File: config.mk
export PLATFORM = sky130hd
export DESIGN_NAME = tc8_timer
export DESIGN_NICKNAME = d
export VERILOG_FILES = /design/src/tc8_pkg.sv /design/src/tc8_timer.sv
export VERILOG_INCLUDE_DIRS = /design/src
export SDC_FILE = /design/constraint.sdc
export NUM_CORES = 1
export LEC_CHECK = 0
export BUFFER_PORTS_ARGS = -buffer_cell sky130_fd_sc_hd__buf_4
export CAP_MARGIN = 20
export CORE_UTILIZATION = 55
export CTS_CLUSTER_SIZE = 24
export DETAILED_ROUTE_END_ITERATION = 8
export HOLD_SLACK_MARGIN = 0.02
export PLACE_DENSITY = 0.79
export SYNTH_ARGS = -nofsm -noshare
export SYNTH_HDL_FRONTEND = slang
export SYNTH_SLANG_ARGS = --single-unit
File: constraint.sdc
create_clock -name clk -period 7 [get_ports clk]
set_clock_uncertainty 0.15 [all_clocks]
set_input_delay 0.35 -clock clk [delete_from_list [all_inputs] [get_ports clk]]
set_output_delay 0.35 -clock clk [all_outputs]
set_load 0.1 [all_outputs]
File: src/tc8_cfg.svh
`ifndef TC8_CFG_SVH
`define TC8_CFG_SVH
// ------------------------------------------------------------
// register offsets
// ------------------------------------------------------------
`define TC8_ADDR_COUNT 3'h0
`define TC8_ADDR_COMPARE 3'h1
`define TC8_ADDR_CONTROL 3'h2
`define TC8_ADDR_ASYNC 3'h3
`define TC8_ADDR_FLAG 3'h4
`define TC8_ADDR_MASK 3'h5
// ------------------------------------------------------------
// field positions and reset values
// ------------------------------------------------------------
`define TC8_FLAG_OVF 0
`define TC8_FLAG_CMP 1
`define TC8_ASYNC_BIT 3
`define TC8_FORCE_BIT 7
`define TC8_BOTTOM 8'h00
`define TC8_MAX 8'hFF
`define TC8_RST_BYTE 8'h00
// ------------------------------------------------------------
// modes and actions
// ------------------------------------------------------------
`define TC8_WGM_NORMAL 2'h0
`define TC8_WGM_PHASE 2'h1
`define TC8_WGM_CTC 2'h2
`define TC8_WGM_FAST 2'h3
`define TC8_COM_OFF 2'h0
`define TC8_COM_TOGGLE 2'h1
`define TC8_COM_CLEAR 2'h2
`define TC8_COM_SET 2'h3
// ------------------------------------------------------------
// prescaler masks (divide by 8, 32, 64, 128, 256, 1024)
// ------------------------------------------------------------
`define TC8_PRE_8 10'h007
`define TC8_PRE_32 10'h01F
`define TC8_PRE_64 10'h03F
`define TC8_PRE_128 10'h07F
`define TC8_PRE_256 10'h0FF
`define TC8_PRE_1024 10'h3FF
`endif

File: src/tc8_pkg.sv
`include "tc8_cfg.svh"
package tc8_pkg;
	// ------------------------------------------------------------
	// types
	// ------------------------------------------------------------
	typedef enum logic [1:0] {
		TC8_NORMAL = `TC8_WGM_NORMAL,
		TC8_PHASE = `TC8_WGM_PHASE,
		TC8_CTC = `TC8_WGM_CTC,
		TC8_FAST = `TC8_WGM_FAST
	} tc8_wgm_type;
	typedef enum logic {
		TC8_UP = 1'b0,
		TC8_DOWN = 1'b1
	} tc8_dir_type;
	// control byte layout: force, wgm0, action, wgm1, clock select
	typedef struct packed {
		logic force_cmp;
		logic wgm_lo;
		logic [1:0] action;
		logic wgm_hi;
		logic [2:0] clk_sel;
	} tc8_ctrl_type;
endpackage

File: src/tc8_timer.sv
// Added by the designer: the address map and the strobed register port.
`timescale 1ns/1ns
`include "tc8_cfg.svh"
// Contract
// - tick is io clock, or oscillator pin when async select bit is one
// - clock select zero stops the counter, no counting nor clearing
// - count value readable and writable at any time
// - cpu count write beats clear, increment and decrement
// - each tick the counter clears, increments or decrements per mode
// - waveform select picks sequence and overflow condition; overflow may interrupt
// - bottom is 0x00, max is 0xFF, top is 0xFF or compare value
// - comparator flags equality of count and compare at all times
// - a match sets the compare flag on the following tick
// - enabled compare flag requests interrupt, cleared when serviced
// - writing one clears the compare flag, zero leaves it
// - waveform generator drives output from match, mode and action bits
// - compare double buffered in pwm modes only
// - buffered compare moves to working register only at top, on the tick at max
// - cpu reaches buffer when buffered, working register otherwise
// - force strobe acts as a match in non-pwm modes
// - forced match sets no flag, leaves counter, updates output like match
// - both requests sit in one flag register, masked individually
// - normal mode counts up, wraps, overflow flag at count zero
// - clear-on-match mode clears count when it equals compare
// - count write blocks matches on the next tick, even when stopped
module tc8_timer
	import tc8_pkg::*;
	#(parameter int PRESC_W = 10)
(
	input wire logic clk, // io clock
	input wire logic reset, // sync, active high
	input wire logic [2:0] addr, // register offset
	input wire logic [7:0] wdata, // write data
	input wire logic wr_en, // write strobe
	input wire logic rd_en, // read strobe
	output logic [7:0] rdata, // read data, one cycle later
	input wire logic osc_pin_in, // oscillator pin in
	output logic osc_pin_out, // oscillator pin out
	input wire logic compare_irq_ack, // compare interrupt serviced
	input wire logic overflow_irq_ack, // overflow interrupt serviced
	output logic compare_irq, // compare request
	output logic overflow_irq, // overflow request
	output logic compare_output_pin, // waveform output
	output logic compare_output_override // output owns the pin
);
	// ------------------------------------------------------------
	// functions
	// ------------------------------------------------------------
	// address decode used by the write paths; reads decode with a case
	function automatic logic hit(input logic [2:0] a, input logic [2:0] o);
		hit = (a == o);
	endfunction

	// prescaler tap select
	function automatic logic presc_hit(input logic [2:0] cs,
		input logic [PRESC_W-1:0] p);
		logic [PRESC_W-1:0] m;
		m = '0;
		case (cs)
			3'h2: m = PRESC_W'(`TC8_PRE_8);
			3'h3: m = PRESC_W'(`TC8_PRE_32);
			3'h4: m = PRESC_W'(`TC8_PRE_64);
			3'h5: m = PRESC_W'(`TC8_PRE_128);
			3'h6: m = PRESC_W'(`TC8_PRE_256);
			3'h7: m = PRESC_W'(`TC8_PRE_1024);
			default: m = '0;
		endcase
		presc_hit = ((p & m) == m);
	endfunction

	// ------------------------------------------------------------
	// state
	// ------------------------------------------------------------
	logic [7:0] count_ff, nxt_count;
	logic [7:0] compare_ff, nxt_compare;
	logic [7:0] compare_buf_ff, nxt_compare_buf;
	tc8_ctrl_type ctrl_ff, nxt_ctrl;
	logic async_ff, nxt_async;
	logic [1:0] flags_ff, nxt_flags;
	logic [1:0] mask_ff, nxt_mask;
	tc8_dir_type dir_ff, nxt_dir;
	logic block_ff, nxt_block;
	logic oc_ff, nxt_oc;
	logic [PRESC_W-1:0] presc_ff, nxt_presc;
	logic osc_prev_ff, nxt_osc_prev;
	logic [7:0] rdata_ff, nxt_rdata;
	logic cmp_irq_ff, nxt_cmp_irq;
	logic ovf_irq_ff, nxt_ovf_irq;
	logic ovr_ff, nxt_ovr;
	logic osc_out_ff, nxt_osc_out;

	tc8_wgm_type wgm;
	logic pwm, base, tick, match, at_max, at_bottom;
	logic wr_count, wr_compare, force_evt, cmp_evt, ovf_evt, reload;

	// ------------------------------------------------------------
	// tick and event decode
	// ------------------------------------------------------------
	// osc pin is sampled in clk, so its edge is a clean clk pulse
	always_comb
	begin
		wgm = tc8_wgm_type'({ctrl_ff.wgm_hi, ctrl_ff.wgm_lo});
		pwm = (wgm == TC8_PHASE) || (wgm == TC8_FAST);
		base = async_ff ? (osc_pin_in & ~osc_prev_ff) : 1'b1;
		tick = base && (ctrl_ff.clk_sel != 3'h0)
			&& presc_hit(ctrl_ff.clk_sel, presc_ff);
		match = (count_ff == compare_ff);
		at_max = (count_ff == `TC8_MAX);
		at_bottom = (count_ff == `TC8_BOTTOM);
		wr_count = wr_en && hit(addr, `TC8_ADDR_COUNT);
		wr_compare = wr_en && hit(addr, `TC8_ADDR_COMPARE);
		force_evt = wr_en && hit(addr, `TC8_ADDR_CONTROL)
			&& wdata[`TC8_FORCE_BIT] && !pwm;
		cmp_evt = tick && match && !block_ff;
		ovf_evt = tick && !wr_count && ((wgm == TC8_PHASE) ?
			(at_bottom && dir_ff == TC8_DOWN) : at_max);
		reload = tick && at_max && !(wgm == TC8_PHASE
			&& dir_ff == TC8_DOWN);
	end

	// ------------------------------------------------------------
	// counter and prescaler
	// ------------------------------------------------------------
	always_comb
	begin
		nxt_count = count_ff;
		nxt_dir = dir_ff;
		nxt_osc_prev = osc_pin_in;
		nxt_osc_out = ~osc_pin_in;
		nxt_presc = presc_ff;
		if (ctrl_ff.clk_sel == 3'h0)
			nxt_presc = '0;
		else if (base)
			nxt_presc = presc_ff + PRESC_W'(1);
		if (wr_count)
			nxt_count = wdata;
		else if (tick)
		begin
			case (wgm)
				TC8_CTC:
					nxt_count = match ? `TC8_BOTTOM : count_ff + 8'h01;
				TC8_PHASE:
				begin
					if (dir_ff == TC8_UP && at_max)
					begin
						nxt_dir = TC8_DOWN;
						nxt_count = count_ff - 8'h01;
					end
					else if (dir_ff == TC8_DOWN && at_bottom)
					begin
						nxt_dir = TC8_UP;
						nxt_count = count_ff + 8'h01;
					end
					else if (dir_ff == TC8_DOWN)
						nxt_count = count_ff - 8'h01;
					else
						nxt_count = count_ff + 8'h01;
				end
				default:
					nxt_count = count_ff + 8'h01;
			endcase
		end
	end

	// ------------------------------------------------------------
	// compare buffering and match blocking
	// ------------------------------------------------------------
	// buffering keeps a mid-period write from cutting a pwm pulse short
	always_comb
	begin
		nxt_compare = compare_ff;
		nxt_compare_buf = compare_buf_ff;
		if (wr_compare)
			nxt_compare_buf = wdata;
		if (!pwm)
		begin
			if (wr_compare)
				nxt_compare = wdata;
			else
				nxt_compare_buf = compare_ff;
		end
		else if (reload)
			nxt_compare = compare_buf_ff;
		if (wr_count)
			nxt_block = 1'b1;
		else if (tick)
			nxt_block = 1'b0;
		else
			nxt_block = block_ff;
	end

	// ------------------------------------------------------------
	// waveform generator
	// ------------------------------------------------------------
	// action bits act at once, they are not buffered with compare
	always_comb
	begin
		nxt_oc = oc_ff;
		nxt_ovr = (ctrl_ff.action != `TC8_COM_OFF);
		if (!pwm && (cmp_evt || force_evt))
		begin
			case (ctrl_ff.action)
				`TC8_COM_TOGGLE: nxt_oc = ~oc_ff;
				`TC8_COM_CLEAR: nxt_oc = 1'b0;
				`TC8_COM_SET: nxt_oc = 1'b1;
				default: nxt_oc = oc_ff;
			endcase
		end
		else if (wgm == TC8_FAST && ctrl_ff.action[1])
		begin
			if (cmp_evt)
				nxt_oc = ctrl_ff.action[0];
			else if (tick && at_max)
				nxt_oc = ~ctrl_ff.action[0];
		end
		else if (wgm == TC8_PHASE && ctrl_ff.action[1] && cmp_evt)
			nxt_oc = ctrl_ff.action[0] ^ (dir_ff == TC8_DOWN);
	end

	// ------------------------------------------------------------
	// register file and flags
	// ------------------------------------------------------------
	// set beats clear so an event in the clearing cycle survives
	always_comb
	begin
		logic [1:0] clr;
		clr = 2'b00;
		nxt_ctrl = ctrl_ff;
		nxt_async = async_ff;
		nxt_mask = mask_ff;
		if (wr_en && hit(addr, `TC8_ADDR_CONTROL))
		begin
			nxt_ctrl = tc8_ctrl_type'(wdata);
			nxt_ctrl.force_cmp = 1'b0; // strobe, never stored
		end
		if (wr_en && hit(addr, `TC8_ADDR_ASYNC))
			nxt_async = wdata[`TC8_ASYNC_BIT];
		if (wr_en && hit(addr, `TC8_ADDR_MASK))
			nxt_mask = wdata[1:0];
		if (wr_en && hit(addr, `TC8_ADDR_FLAG))
			clr = wdata[1:0];
		clr[`TC8_FLAG_CMP] = clr[`TC8_FLAG_CMP] | compare_irq_ack;
		clr[`TC8_FLAG_OVF] = clr[`TC8_FLAG_OVF] | overflow_irq_ack;
		nxt_flags = (flags_ff & ~clr) | {cmp_evt, ovf_evt};
		nxt_cmp_irq = flags_ff[`TC8_FLAG_CMP] & mask_ff[`TC8_FLAG_CMP];
		nxt_ovf_irq = flags_ff[`TC8_FLAG_OVF] & mask_ff[`TC8_FLAG_OVF];
		nxt_rdata = `TC8_RST_BYTE;
		if (rd_en)
		begin
			case (addr)
				`TC8_ADDR_COUNT: nxt_rdata = count_ff;
				`TC8_ADDR_COMPARE:
					nxt_rdata = pwm ? compare_buf_ff : compare_ff;
				`TC8_ADDR_CONTROL: nxt_rdata = 8'(ctrl_ff);
				`TC8_ADDR_ASYNC: nxt_rdata = {4'h0, async_ff, 3'h0};
				`TC8_ADDR_FLAG: nxt_rdata = {6'h00, flags_ff};
				`TC8_ADDR_MASK: nxt_rdata = {6'h00, mask_ff};
				default: nxt_rdata = `TC8_RST_BYTE;
			endcase
		end
	end

	// ------------------------------------------------------------
	// registers
	// ------------------------------------------------------------
	always_ff @(posedge clk)
	begin
		if (reset)
		begin
			count_ff <= `TC8_RST_BYTE;
			compare_ff <= `TC8_RST_BYTE;
			compare_buf_ff <= `TC8_RST_BYTE;
			ctrl_ff <= tc8_ctrl_type'(`TC8_RST_BYTE);
			async_ff <= 1'b0;
			flags_ff <= 2'b00;
			mask_ff <= 2'b00;
			dir_ff <= TC8_UP;
			block_ff <= 1'b0;
			oc_ff <= 1'b0;
			presc_ff <= '0;
			osc_prev_ff <= 1'b0;
			rdata_ff <= `TC8_RST_BYTE;
			cmp_irq_ff <= 1'b0;
			ovf_irq_ff <= 1'b0;
			ovr_ff <= 1'b0;
			osc_out_ff <= 1'b0;
		end
		else
		begin
			count_ff <= nxt_count;
			compare_ff <= nxt_compare;
			compare_buf_ff <= nxt_compare_buf;
			ctrl_ff <= nxt_ctrl;
			async_ff <= nxt_async;
			flags_ff <= nxt_flags;
			mask_ff <= nxt_mask;
			dir_ff <= nxt_dir;
			block_ff <= nxt_block;
			oc_ff <= nxt_oc;
			presc_ff <= nxt_presc;
			osc_prev_ff <= nxt_osc_prev;
			rdata_ff <= nxt_rdata;
			cmp_irq_ff <= nxt_cmp_irq;
			ovf_irq_ff <= nxt_ovf_irq;
			ovr_ff <= nxt_ovr;
			osc_out_ff <= nxt_osc_out;
		end
	end

	assign rdata = rdata_ff;
	assign compare_irq = cmp_irq_ff;
	assign overflow_irq = ovf_irq_ff;
	assign compare_output_pin = oc_ff;
	assign compare_output_override = ovr_ff;
	assign osc_pin_out = osc_out_ff;
endmodule

; ---- Word level (Yosys, flattened, before mapping)
; Cells that the tools add are included.
[op_classes]
n_bitwise = 17
n_reduce_logical = 43
eq_ne = 23
n_addsub = 3
n_mux = 29
[ops]
columns = operator, count
row1 = 8-bit 2-to-1 mux, 13
row2 = 10-bit case mux with 6 select lines, 1
row3 = 8-bit case mux with 6 select lines, 1
row4 = 1-bit logical AND, 23
row5 = 3-bit == test (second input constant), 6
row6 = 8-bit case mux with 2 select lines, 1
row7 = 3-bit by 2-bit == test with 1-bit output (second input constant), 4
row8 = 1-bit 2-to-1 mux, 11
row9 = 10-bit by 1-bit adder with 10-bit output (second input constant), 1
row10 = 10-bit AND, 1
row11 = 10-bit == test, 1
row12 = 8-bit by 1-bit adder with 8-bit output (second input constant), 1
row13 = 2-bit == test (second input constant), 4
row14 = 8-bit == test, 1
row15 = 8-bit == test (second input constant), 1
row16 = 8-bit logical NOT, 1
row17 = 2-bit nonzero test, 4
row18 = 8-bit by 1-bit subtractor with 8-bit output (second input constant), 1
row19 = 1-bit NOT, 7
row20 = 3-bit logical NOT, 2
row21 = 3-bit nonzero test, 2
row22 = 2-bit by 1-bit == test with 1-bit output (second input constant), 2
row23 = 1-bit logical NOT, 4
row24 = 4-bit by 1-bit != test with 1-bit output (second input constant), 1
row25 = other kinds (16), 21
[totals]
word_cells = 135
output_inout_bits = 13
inputBits = 18
regBits = 62

; ---- Longest topological paths before layout
[logic_depth]
word_depth = 11
ltp_mapped = 10
ltp_nobuf = 9

; ---- Worst setup path after synthesis
; No wires, ideal clock.
[synth_timing]
path_kind = reg-to-reg
from = reg count_ff[0]
to = reg count_ff[5]
arrival_ns = 2.647
synth_period_minus_slack_ns = 2.928
path_stages_with_launch = 11
n_path_buf = 1
setup_time_ns = 0.132
required_time_ns = 6.718
setup_slack_ns = 4.072
path_cell_list = dfxtp_1 > clkbuf_1 > inv_1 > ha_1 > or4b_4 > or4_4 > o21ai_2 > mux2i_1 > mux2_4 > a221oi_2 > nor3_1
[synth_via]
elab_chain_len = 7
elab_cells_between_ends = 14
cone_classes = 2 x add/sub / 2 x eq/ne / 7 x mux / 3 x reduce/logical
[synth_rtl]
columns = element, line_no
row1 = from (decl), tc8_timer.sv:74  ; logic [7:0] count_ff, nxt_count;
row2 = from (signal assigned), tc8_timer.sv:270  ; count_ff <= `TC8_RST_BYTE;
row3 = from (signal assigned), tc8_timer.sv:290  ; count_ff <= nxt_count;
row4 = "8-bit by 1-bit adder with 8-bit output, or another cell as far along", --
row5 = 8-bit 2-to-1 mux or 1-bit logical AND (tied branches), "tc8_timer.sv:154, tc8_timer.sv:149"
row6 = 8-bit 2-to-1 mux, tc8_timer.sv:149  ; else if (dir_ff == TC8_DOWN && at_bottom)
row7 = 8-bit 2-to-1 mux, tc8_timer.sv:144  ; if (dir_ff == TC8_UP && at_max)
row8 = 8-bit case mux with 2 select lines *, tc8_timer.sv:139  ; case (wgm)
row9 = 8-bit 2-to-1 mux *, tc8_timer.sv:137  ; else if (tick)
row10 = 8-bit 2-to-1 mux *, tc8_timer.sv:135  ; if (wr_count)
; Every way passes the cells marked *; elsewhere a longest branch is shown, timed or not. The select of a mux whose other input is x is not followed.
; A chain may end at the register's enable or synchronous reset.

; ---- Worst setup path in the final report
[layout_timing]
from = reg count_ff[0]
to = reg compare_ff[5]
[layout_via]
elab_chain_len = 5
[layout_rtl]
columns = element, line_no
row1 = 8-bit == test (no source line), --
row2 = 1-bit logical AND (2 in series), tc8_timer.sv:117  ; reload = tick && at_max && !(wgm == TC8_PHASE
row3 = 2-bit by 1-bit != test with 1-bit output (no source line), --
row4 = 2-bit AND reduction (no source line), --
row5 = to (signal assigned), tc8_timer.sv:271  ; compare_ff <= `TC8_RST_BYTE;
row6 = to (signal assigned), tc8_timer.sv:291  ; compare_ff <= nxt_compare;
row7 = to (decl), tc8_timer.sv:75  ; logic [7:0] compare_ff, nxt_compare;
; Every way passes these cells.

==> impl_metrics.toml <==
[layout]
syn2layout_area_growth_pct = 11.5
ff_latch_area_um2 = 1240
final_common_cell = "nor2_1"
antenna_cells = 0
final_nets = 468
drive_gt1_share_pct = 13.8
final_cell_mix = "74 x nor2_1, 62 x dfxtp_1, 32 x a21oi_1, 32 x buf_4, 29 x nand2_1"
multi_input_area_um2 = 2020
nFillCells = 539

[global_routing]
grt_start_max_net_pins = 47
antenna_found_initial = 0
grt_util_all_layers_pct = 30.0
grt_pass1_vias = 2929
overflow = 0
grt_first_pass_wirelength_mm = 14.6

[clocking]
cts_resized = 0
numCtsBuffers = 9
post_cts_buffers = 0
cts_root_buffer = "clkbuf_8"
cts_tree = "yes"
cts_buffer_depth = 2
cts_max_level = 3
clk_pin_slew_ns = 0.07
insertion_delay_ns = 0.35
cts_hold_buf = 1
cts_num_sinks = 62

[worst_setup_path]
path_max_fanout = 16
required_ns = 7.10
worstSetupPathType = "register to register"
r2r-end = "compare_ff[5]"
cp.arrival_ns = 3.17
worstSetupStartpointType = "register"
worstSetupEndpointType = "register"
reg2reg_depth = 7
r2r-start = "count_ff[0]"
r2r_setup_slack_ns = 3.93

[pwr]
power_uw = 754
ir_drop_mv = 0.174
powerDensity_nw_per_um2 = 197
power_leakage_uw = 0.00143

[sta]
worst_slack_ns = 3.93
fin_crit_sh_pct = 43.8
slew_headroom_pct = 51.3
tns_ns = 0
worstMarginPinSlew_ns = 0.725
drv_slew = 0
hold_violations = 0
max_freq_mhz = 326
rsz0062_at_grt = "false"
setup_viol = 0
fin_crit_ns = 3.07

[placed_design]
portBuffers = 30
place.gp.congestion = 0.927
place_ws_ns = 4.00
dp_hpwl_mm = 6.22

[yosys]
syn-num-nets = 452
synth-main-ff-cell = "dfxtp_1"
synth-edff-count = 0
synth_seq_cells = 62
synth_warnings = 0
synth_area_leaders = "dfxtp_1 36%, nor2_1 8.1%, a21oi_1 4.7%, a211oi_1 4.6%, xor2_1 3.6%"
syn-cell-area_um2 = 3420
ys_types = 54
async_flop_share_pct = 0
synth_top_area_cell = "dfxtp_1"
yosysSeqAreaShare_pct = 36.2
avgSynthCellArea_um2 = 8.00
synth_cells = 428
synth_top_area_share_pct = 36.2

[worst_hold_path]
hold_class = "input pin to register"
hold_end = "flags_ff[1]"
holdCritStartpoint = "compare_irq_ack"
whs_path_depth = 3

[drt]
vias_per_cell = 6.18
wl_met1_mm = 4.08
route.detailed.drc = 0
met3_length_um = 522
top_layer_used = "met4"
wl_mm = 9.07
post_drt_wl_per_cell_um = 17.3
vias = 3238
dr.pass1.iters = 5
drt-initial-drc-count = 258
ant_nets = 0
wl_met2_mm = 4.34

[floorplan]
initial_core_util_pct = 57.5
die_area_um2 = 6550
rows = 28
die_width_um = 80.9
coreArea_um2 = 5960
die_y_um = 80.9
pin_count = 31

[run]
drv_cap = 0

[status]
status = "finished clean"
cell type report:
cell class | instances | share of cell area, %
Clock buffer | 12 | 3.80
Clock inverter | 4 | 0.590
Inverter | 12 | 1.18
Multi-Input combinational cell | 326 | 52.9
Sequential cell | 62 | 32.5
Tap cell | 75 | 2.46
Timing Repair Buffer | 33 | 6.55
through the flow:
stage	hold WS, ns	util, %	instances	cell area (µm²)
detailed placement	0.297	61.2	507	3640
CTS	0.108	64.1	524	3820
floorplan	0.272	-	428	3420
global placement	0.288	61.2	507	3640
finish	0.116	64.1	524	3820
global route	0.112	64.1	524	3820
logic make-up (layout without fill, tap and decap cells):
kind of cell | after synthesis | after routing | synth area share (%)
AO/OA/AOI/OAI | 118 | 118 | 23.9
XOR/XNOR | 19 | 19 | 4.86
adder cells (fa/ha/maj) | 6 | 6 | 2.19
buffers and inverters | 40 | 61 | 4.71
flip-flops | 62 | 62 | 36.2
multiplexers | 17 | 17 | 5.30
AND/OR/NAND/NOR | 166 | 166 | 22.8
synth_stat cells, types with 7 or more instances:
library cell and number:
nand3_1 9, o211ai_1 7, a311oi_1 7, dfxtp_1 62, nor3_1 10, nor2b_1 10
nor2_1 74, nand2_1 29, clkbuf_1 21, a211oi_1 21, xor2_1 14, inv_1 11
o21ai_0 16, a21oi_1 32, mux2i_1 11
worst max-delay path by stage:
stage / from / end / cells after the start
after floorplan: count_ff[0] / count_ff[5] / 10
after global placement: count_ff[0] / count_ff[5] / 9
after detailed placement: count_ff[1] / count_ff[5] / 9
after CTS: count_ff[1] / count_ff[5] / 9
after global routing: count_ff[0] / compare_ff[0] / 7
final: count_ff[0] / compare_ff[5] / 7
per-layer routing:
metal | global-route usage (%) | vias up
met3 | 5.84 | 13
met5 | 0 | -
met4 | 12.1 | 0
li1 | - | 1568
met1 | 39.0 | 1527
met2 | 48.5 | 130
sequential cells by signal, summed over array words and instances (netlist names), 2 cells and up:
name	count
presc_ff	10
compare_buf_ff	8
compare_ff	8
count_ff	8
rdata	8
ctrl_ff	7
flags_ff	2
mask_ff	2
worst max-delay path, stage by stage (launching register included):
cell and delay [ns]:
dfxtp_1 0.55, ha_1 0.27, nand3_1 0.17, nor3_1 0.67
nand2_1 0.19, o22ai_2 0.62, nor2_1 0.09, a211oi_1 0.25
report_power, final:
| part | total [µW] | switching (µW) | internal (µW) |
|---|---|---|---|
| clock network | 279 | 143 | 136 |
| logic | 98.1 | 59.6 | 38.6 |
| registers | 376 | 14.0 | 362 |
| total | 754 | 217 | 537 |
No activity file was read; power rests on OpenSTA's default activity.
